<file path="src/common/ssam_defs.svh">
// Constants for the shadow segment attribute map: offsets, fields, bounds
`ifndef SSAM_DEFS_SVH
`define SSAM_DEFS_SVH

// Register window on the configuration port
`define SSAM_ATTR_OFS_FIRST 8'h59
`define SSAM_ATTR_OFS_LAST 8'h5F
`define SSAM_ATTR_RESET 8'h00
`define SSAM_ATTR_REGS 7
`define SSAM_FIELDS 14
`define SSAM_FIELD_W 4

// Bit positions inside one field
`define SSAM_BIT_RD 0
`define SSAM_BIT_WR 1
`define SSAM_BIT_CE 2

// Field numbers: 2*register + nibble
`define SSAM_FLD_RSVD 4'h0
`define SSAM_FLD_FW 4'h1
`define SSAM_FLD_EXP_BASE 4'h2

// Legacy address map bounds
`define SSAM_DOS_TOP 20'hA0000
`define SSAM_VIDEO_TOP 20'hC0000
`define SSAM_FW_NIBBLE 4'hF

`endif

</file>
<file path="src/common/ssam_pkg.sv">
// Types shared by the shadow segment attribute map files
package ssam_pkg;

  // Class of a legacy address
  typedef enum logic [1:0] {
    SSAM_REG_DOS = 2'h0,
    SSAM_REG_VIDEO = 2'h1,
    SSAM_REG_SEG = 2'h2,
    SSAM_REG_OTHER = 2'h3
  } ssam_region_t;

  // Field number 0..13
  typedef logic [3:0] ssam_field_t;

  // Read/write state of a segment, one-hot
  typedef enum logic [3:0] {
    SSAM_ST_DISABLED = 4'b0001,
    SSAM_ST_RONLY = 4'b0010,
    SSAM_ST_WONLY = 4'b0100,
    SSAM_ST_RW = 4'b1000
  } ssam_rw_state_t;

endpackage

</file>
<file path="src/rtl/ssam_attr_map.sv">
// Legacy segment attribute registers and access routing decode
`timescale 1ns/100ps
`include "ssam_defs.svh"

module ssam_attr_map (
  // Clock and reset
  input wire logic clk,
  input wire logic rst,
  // Configuration port
  input wire logic [7:0] cfg_addr,
  input wire logic [7:0] cfg_wdata,
  input wire logic cfg_wr,
  input wire logic cfg_rd,
  output logic [7:0] cfg_rdata,
  // Processor access request
  input wire logic host_req,
  input wire logic host_write,
  input wire logic host_code,
  input wire logic [31:0] host_addr,
  // Processor access routing answer
  output logic host_ack,
  output logic host_to_dram,
  output logic host_to_pci,
  output logic host_l1_cacheable,
  output logic host_l2_alloc,
  // PCI master access request
  input wire logic pci_req,
  input wire logic pci_write,
  input wire logic [31:0] pci_addr,
  // PCI master claim answer
  output logic pci_ack,
  output logic pci_claim
);

  ////////////////////////////////////////////////////////////////////////////
  // Declarations
  logic [7:0] attr_r [`SSAM_ATTR_REGS];
  logic [`SSAM_FIELD_W-1:0] fld [`SSAM_FIELDS];
  logic cfg_hit;
  logic [7:0] rd_sel;
  logic [7:0] cfg_rdata_r;
  ssam_pkg::ssam_region_t h_region;
  ssam_pkg::ssam_field_t h_field;
  ssam_pkg::ssam_region_t p_region;
  ssam_pkg::ssam_field_t p_field;
  logic [`SSAM_FIELD_W-1:0] h_attr;
  logic [`SSAM_FIELD_W-1:0] p_attr;
  ssam_pkg::ssam_rw_state_t h_state;
  logic h_dram_nxt;
  logic h_l1_nxt;
  logic h_l2_nxt;
  logic p_claim_nxt;
  logic host_ack_r;
  logic host_to_dram_r;
  logic host_l1_r;
  logic host_l2_r;
  logic pci_ack_r;
  logic pci_claim_r;

  // Read-route and write-route pair to one of four states
  function automatic ssam_pkg::ssam_rw_state_t rw_state(
    input logic [`SSAM_FIELD_W-1:0] a
  );
    logic [1:0] rw;
    rw = {a[`SSAM_BIT_WR], a[`SSAM_BIT_RD]};
    unique case (rw)
      2'h0: rw_state = ssam_pkg::SSAM_ST_DISABLED;
      2'h1: rw_state = ssam_pkg::SSAM_ST_RONLY;
      2'h2: rw_state = ssam_pkg::SSAM_ST_WONLY;
      2'h3: rw_state = ssam_pkg::SSAM_ST_RW;
    endcase
  endfunction

  ////////////////////////////////////////////////////////////////////////////
  // Attribute registers
  assign cfg_hit = (cfg_addr >= `SSAM_ATTR_OFS_FIRST) &&
                   (cfg_addr <= `SSAM_ATTR_OFS_LAST);

  generate
    for (genvar i = 0; i < `SSAM_ATTR_REGS; i++) begin : g_reg
      // Whole byte stored, reserved bits read back as written
      always_ff @(posedge clk or posedge rst) begin
        if (rst) begin
          attr_r[i] <= `SSAM_ATTR_RESET;
        end else if (cfg_wr &&
                     cfg_addr == `SSAM_ATTR_OFS_FIRST + 8'(i)) begin
          attr_r[i] <= cfg_wdata;
        end
      end
      // Low nibble is the lower-addressed segment
      assign fld[2*i] = attr_r[i][`SSAM_FIELD_W-1:0];
      assign fld[2*i+1] = attr_r[i][7:`SSAM_FIELD_W];
    end
  endgenerate

  // Read mux, unmapped offsets answer zero
  always_comb begin
    rd_sel = 8'h00;
    for (int i = 0; i < `SSAM_ATTR_REGS; i++) begin
      if (cfg_addr == `SSAM_ATTR_OFS_FIRST + 8'(i)) begin
        rd_sel = attr_r[i];
      end
    end
  end

  // Read data stands only in the cycle after the strobe
  always_ff @(posedge clk or posedge rst) begin
    if (rst) begin
      cfg_rdata_r <= 8'h00;
    end else begin
      cfg_rdata_r <= cfg_rd ? rd_sel : 8'h00;
    end
  end
  assign cfg_rdata = cfg_rdata_r;

  ////////////////////////////////////////////////////////////////////////////
  // Address lookups, one per requester
  ssam_seg_lookup u_host_lookup (
    .addr(host_addr),
    .region(h_region),
    .field(h_field)
  );

  ssam_seg_lookup u_pci_lookup (
    .addr(pci_addr),
    .region(p_region),
    .field(p_field)
  );

  // Field 0 is reserved; the lookup never selects it for a segment
  assign h_attr = fld[h_field];
  assign p_attr = fld[p_field];
  assign h_state = rw_state(h_attr);

  ////////////////////////////////////////////////////////////////////////////
  // Processor routing decode
  always_comb begin
    h_dram_nxt = 1'b1;
    h_l1_nxt = 1'b1;
    h_l2_nxt = 1'b1;
    unique case (h_region)
      ssam_pkg::SSAM_REG_DOS: begin
        h_dram_nxt = 1'b1;
      end
      // Video buffer always goes out and is never cached
      ssam_pkg::SSAM_REG_VIDEO: begin
        h_dram_nxt = 1'b0;
        h_l1_nxt = 1'b0;
        h_l2_nxt = 1'b0;
      end
      ssam_pkg::SSAM_REG_SEG: begin
        // Route by the bit for this direction
        h_dram_nxt = host_write ? h_attr[`SSAM_BIT_WR]
                                : h_attr[`SSAM_BIT_RD];
        // Cacheable only when served by DRAM
        h_l1_nxt = h_dram_nxt && h_attr[`SSAM_BIT_CE] &&
                   (h_attr[`SSAM_BIT_WR] || (!host_write && host_code));
        // Per-state second-level handling
        unique case (h_state)
          ssam_pkg::SSAM_ST_DISABLED: h_l2_nxt = 1'b0;
          ssam_pkg::SSAM_ST_RONLY: h_l2_nxt = 1'b0;
          ssam_pkg::SSAM_ST_WONLY: h_l2_nxt = host_write;
          ssam_pkg::SSAM_ST_RW: h_l2_nxt = 1'b1;
        endcase
      end
      // Above 1 MB is ordinary memory as far as this block is concerned
      ssam_pkg::SSAM_REG_OTHER: begin
        h_dram_nxt = 1'b1;
      end
    endcase
  end

  // Answer registered on each request, held until the next one
  always_ff @(posedge clk or posedge rst) begin
    if (rst) begin
      host_to_dram_r <= 1'b1;
      host_l1_r <= 1'b0;
      host_l2_r <= 1'b0;
    end else if (host_req) begin
      host_to_dram_r <= h_dram_nxt;
      host_l1_r <= h_l1_nxt;
      host_l2_r <= h_l2_nxt;
    end
  end

  // Acknowledge pulse one cycle after the request
  always_ff @(posedge clk or posedge rst) begin
    if (rst) begin
      host_ack_r <= 1'b0;
    end else begin
      host_ack_r <= host_req;
    end
  end

  assign host_ack = host_ack_r;
  assign host_to_dram = host_to_dram_r;
  assign host_to_pci = !host_to_dram_r;
  assign host_l1_cacheable = host_l1_r;
  assign host_l2_alloc = host_l2_r;

  ////////////////////////////////////////////////////////////////////////////
  // PCI master claim decode
  always_comb begin
    p_claim_nxt = 1'b0;
    unique case (p_region)
      ssam_pkg::SSAM_REG_DOS: p_claim_nxt = 1'b1;
      // Readable for reads, writeable for writes
      ssam_pkg::SSAM_REG_SEG: p_claim_nxt = pci_write ?
                                 p_attr[`SSAM_BIT_WR] : p_attr[`SSAM_BIT_RD];
      // Video and upper space belong to other decoders
      ssam_pkg::SSAM_REG_VIDEO: p_claim_nxt = 1'b0;
      ssam_pkg::SSAM_REG_OTHER: p_claim_nxt = 1'b0;
    endcase
  end

  // Claim is a pulse, so a refused cycle simply sees no select
  always_ff @(posedge clk or posedge rst) begin
    if (rst) begin
      pci_ack_r <= 1'b0;
      pci_claim_r <= 1'b0;
    end else begin
      pci_ack_r <= pci_req;
      pci_claim_r <= pci_req && p_claim_nxt;
    end
  end

  assign pci_ack = pci_ack_r;
  assign pci_claim = pci_claim_r;
endmodule // ssam_attr_map

</file>
<file path="src/rtl/ssam_seg_lookup.sv">
// Address to legacy region and attribute field lookup
`timescale 1ns/100ps
`include "ssam_defs.svh"

module ssam_seg_lookup (
  // Access address
  input wire logic [31:0] addr,
  // Decode result
  output ssam_pkg::ssam_region_t region,
  output ssam_pkg::ssam_field_t field
);

  ////////////////////////////////////////////////////////////////////////////
  // Region class and field number
  always_comb begin
    region = ssam_pkg::SSAM_REG_OTHER;
    field = `SSAM_FLD_RSVD;
    if (addr[31:20] != 12'h000) begin
      region = ssam_pkg::SSAM_REG_OTHER;
    end else if (addr[19:0] < `SSAM_DOS_TOP) begin
      region = ssam_pkg::SSAM_REG_DOS;
    end else if (addr[19:0] < `SSAM_VIDEO_TOP) begin
      region = ssam_pkg::SSAM_REG_VIDEO;
    end else begin
      region = ssam_pkg::SSAM_REG_SEG;
      if (addr[19:16] == `SSAM_FW_NIBBLE) begin
        field = `SSAM_FLD_FW; // One 64 KB segment
      end else begin
        // 16 KB granules from C0000h upward
        field = `SSAM_FLD_EXP_BASE + addr[17:14];
      end
    end
  end

endmodule // ssam_seg_lookup

</file>
<file path="config.mk">
export PLATFORM = sky130hd
export DESIGN_NAME = ssam_attr_map
export DESIGN_NICKNAME = d
export VERILOG_FILES = /design/src/common/ssam_pkg.sv /design/src/rtl/ssam_attr_map.sv /design/src/rtl/ssam_seg_lookup.sv
export VERILOG_INCLUDE_DIRS = /design/src /design/src/common
export SDC_FILE = /design/constraint.sdc
export NUM_CORES = 1
export LEC_CHECK = 0
export ABC_AREA = 1
export CORE_MARGIN = 5
export CORE_UTILIZATION = 30
export DETAILED_ROUTE_END_ITERATION = 12
export DONT_BUFFER_PORTS = 1
export PLACE_DENSITY = 0.47
export SYNTH_ARGS = -nofsm -noshare
export SYNTH_HDL_FRONTEND = slang
export SYNTH_SLANG_ARGS = --single-unit
</file>
<file path="constraint.sdc">
create_clock -name clk -period 2.26 [get_ports clk]
set_input_delay 0.226 -clock clk [delete_from_list [all_inputs] [get_ports clk]]
set_output_delay 0.226 -clock clk [all_outputs]
set_load 0.02 [all_outputs]
</file>
==> qor.yml <==
synthesis:
  syn_area_um2: 4250
  ys_seq_elements: 70
  synth_edf_count: 0
  synth_cell_type_count: 38
  synth-async-reset-ratio: 1.00
  synth_top_area_frac: 0.407
  synth_top_cell_by_area: "dfrtp_1"
  yosysMostFrequentCell: "nand2_1"
  synth_fp_nets: 685
  synth.area.top_cells: "dfrtp_1, nand2_1, o21ai_0"
  synth_common_cells: "nand2_1, inv_1, o21ai_0"
  syn_area_per_cell_um2: 7.17
  yosysWarnings: 0
  synthFlopType: "dfrtp_1"
  synth-seq-area-share: 0.413
  syn_inst: 592
route:
  dr.pass1.iters: 5
  drtIter0Drc: 221
  routedWlPerCell_um: 14.8
  wl_um: 11600
  detail_route.vias_per_cell: 4.83
  drc: 0
  ant_nets: 0
  via_count: 3775
setup_path:
  slowest_delay_ps: 260
  crit_path_frequent_cell: "nand2_1"
  r2r_setup_slack_ps: 830
  cp.depth: 16
  cp.required_ps: 2520
  path_class: "input port to flip-flop"
  reg2reg_depth: 10
  worstPathMaxFanout: 19
  cp_slowest_cell: "buf_4"
  endpoint_kind: "flip-flop"
  cp_top_family: "simple AND/OR/NAND/NOR gates"
  start_kind: "input port"
  reg2reg_from: "attr_r[22]$_DFFE_PP0P_"
  path_buf_inv: 1
  reg2reg_to: "host_l1_cacheable$_DFFE_PP0P_"
  path_cells: "nor2_1, nand2_1, nor2_8, nand3_4, buf_4, nand2_1, nand2_1, nand2_1, nand3_1, nand3_1, nand2_2, nand2_2, nand2_1, nor2_1, nor2_1, nor2_1"
  worstPathArrival_ps: 1900
worst_hold_path:
  min_delay_path_depth: 3
  hold_path_class: "input port to flip-flop"
  holdCritStartpoint: "host_req"
  holdPathEnd: "host_to_dram$_DFFE_PP1P_"
finish:
  layout-drive-gt1-share: 0.0847
  register_area_um2: 1750
  multi_input_area_um2: 2090
  fin_cells: 782
  nets: 690
  n_antenna_cell: 0
  syn_to_final_growth_pct: 11.9
  n_fill_cell: 1537
place:
  gp_congestion: 0.827
  dp.cells: 763
  port-buffer-count: 0
  dp_hpwl_um: 9270
clock_tree:
  cts.clk_slew.worst_paths_ps: 50
  clock_latency_ps: 340
  htree_levels: 3
  clockBufferDepth: 2
  post-cts-setup-buffers: 0
  cts_tree: "done"
  clock-sinks: 70
  cts_buffers: 9
  cts-root-buf: "clkbuf_16"
floorplanning:
  core_um2: 13900
  die_area_um2: 16600
  rows: 43
  die_h_um: 129
  start_util: 0.306
  die_w_um: 129
  io_pins: 104
pwr:
  irDropWorstVdd_mv: 0.404
  power_per_cell_area_nw_per_um2: 611
  seq_power_share: 0.465
  switchingPower_uw: 749
  p_clk_frac: 0.453
  switching_share: 0.258
  p_comb_frac: 0.083
  p_leak_uw: 0.00232
  internal_power_uw: 2160
sta:
  fmax_mhz: 610
  slew_headroom: 0.633
  fin_crit_sh: 0.726
  rsz0062_at_grt: "no"
  tightest_slew_ps: 549
  finalHoldViolCount: 0
  setup_tns_ps: 0
  finalSetupViolations: 0
  clock_skew_ps: 7.36
  slew_viol_final: 0
  post-route-min-period_ps: 1640
status:
  status: "finished clean"
grt:
  antenna_found_initial: 0
  grt_max_degree: 48
  grt_remaining_overflow: 0
  groute.usage.overall: 0.143
  grt_pass1_vias: 3563
  grt_pass1_wl_um: 18500
flow_run:
  max_cap_viol_count: 0
==> worst max-delay path by stage <==
| stage | end | slack (ps) | start |
|---|---|---|---|
| 2_1_floorplan | attr_r[0]$_DFFE_PP0P_ | 270 | rst |
| 3_3_place_gp | host_l1_cacheable$_DFFE_PP0P_ | 300 | host_addr[27] |
| 3_5_place_dp | host_l1_cacheable$_DFFE_PP0P_ | 260 | host_addr[21] |
| 4_1_cts | host_l1_cacheable$_DFFE_PP0P_ | 600 | host_addr[21] |
| 5_1_grt | host_l1_cacheable$_DFFE_PP0P_ | 370 | host_addr[21] |
| 6_report | host_l1_cacheable$_DFFE_PP0P_ | 620 | host_addr[21] |
==> cells in the final DEF, fill, tap and decap left out, types with 2 or more instances in the layout <==
cell type,count
nand2_1,189
inv_1,73
o21ai_0,72
dfrtp_1,69
nor2_1,39
nand3_1,27
a21oi_1,18
nand4_1,17
o211ai_1,10
clkbuf_16,9
buf_4,8
o21ai_1,7
inv_2,5
nand2_2,5
o22ai_1,5
o2111ai_1,5
ha_1,4
nor2_4,3
a31oi_1,3
dlygate4sd3_1,3
clkinv_1,2
nand3_4,2
nand3_2,2
nor3_4,2
nor3_1,2
a22oi_1,2
clkinv_2,2
clkinvlp_4,2
==> worst min-delay path: stages <==
cell and delay [ps]:
inv_1 30, nand2_1 60, nand2_1 50
==> layout make-up <==
class | count | area share
tap | 180 | 0.0474
sequential | 70 | 0.369
timing repair buffer | 12 | 0.0232
clock inverter | 5 | 0.00711
inverter | 80 | 0.0632
clock buffer | 11 | 0.0511
multi-input combinational | 424 | 0.439
==> repair_timing <==
action / 4_1_cts / 5_1_grt
endpoints found under the setup margin: 0 / 0
resized for setup: 0 / 0
hold buffers: 3 / 0
hold endpoints to repair: 25 / 0
==> metal layers <==
layer,GRT usage,share of wire,vias to the layer above
li1,-,-,1939
met1,0.190,0.46,1727
met2,0.231,0.47,96
met3,0.0345,0.059,13
met4,0.0420,0.012,0
met5,0,0,-
==> kinds of logic after synthesis <==
group / share of synthesized area
AOI/OAI and AO/OA: 0.166
xor gates and xnor gates: 0.00206
adders and majority gates: 0.0118
buffers and inverters: 0.0958
DFF: 0.413
and+or+nand+nor: 0.312
==> metrics by stage <==
step	total power (µW)	hold WS, ps	cell area [µm²]	util	worst slack [ps]
after global placement	1600	188	4440	0.320	304
after CTS	2950	18.1	4750	0.342	600
after detailed placement	1610	192	4440	0.320	256
after global routing	3040	35.0	4750	0.342	365
after floorplan	1540	257	4250	-	267
final	2900	30.5	4750	0.342	619
==> power by group through the flow <==
stage	logic, µW	registers [µW]	clock network (µW)
finish	240	1350	1320
detailed placement	240	1370	0
global route	280	1360	1400
global placement	234	1370	0
CTS	245	1350	1360
floorplan	183	1360	0
==> registers in the layout (all words and copies together) (netlist names) <==
register,cells
attr_r,56
cfg_rdata,8
host_ack,1
host_l1_cacheable,1
host_l2_alloc,1
host_to_dram,1
pci_ack,1
pci_claim,1
(Power assumes the default switching activity.)
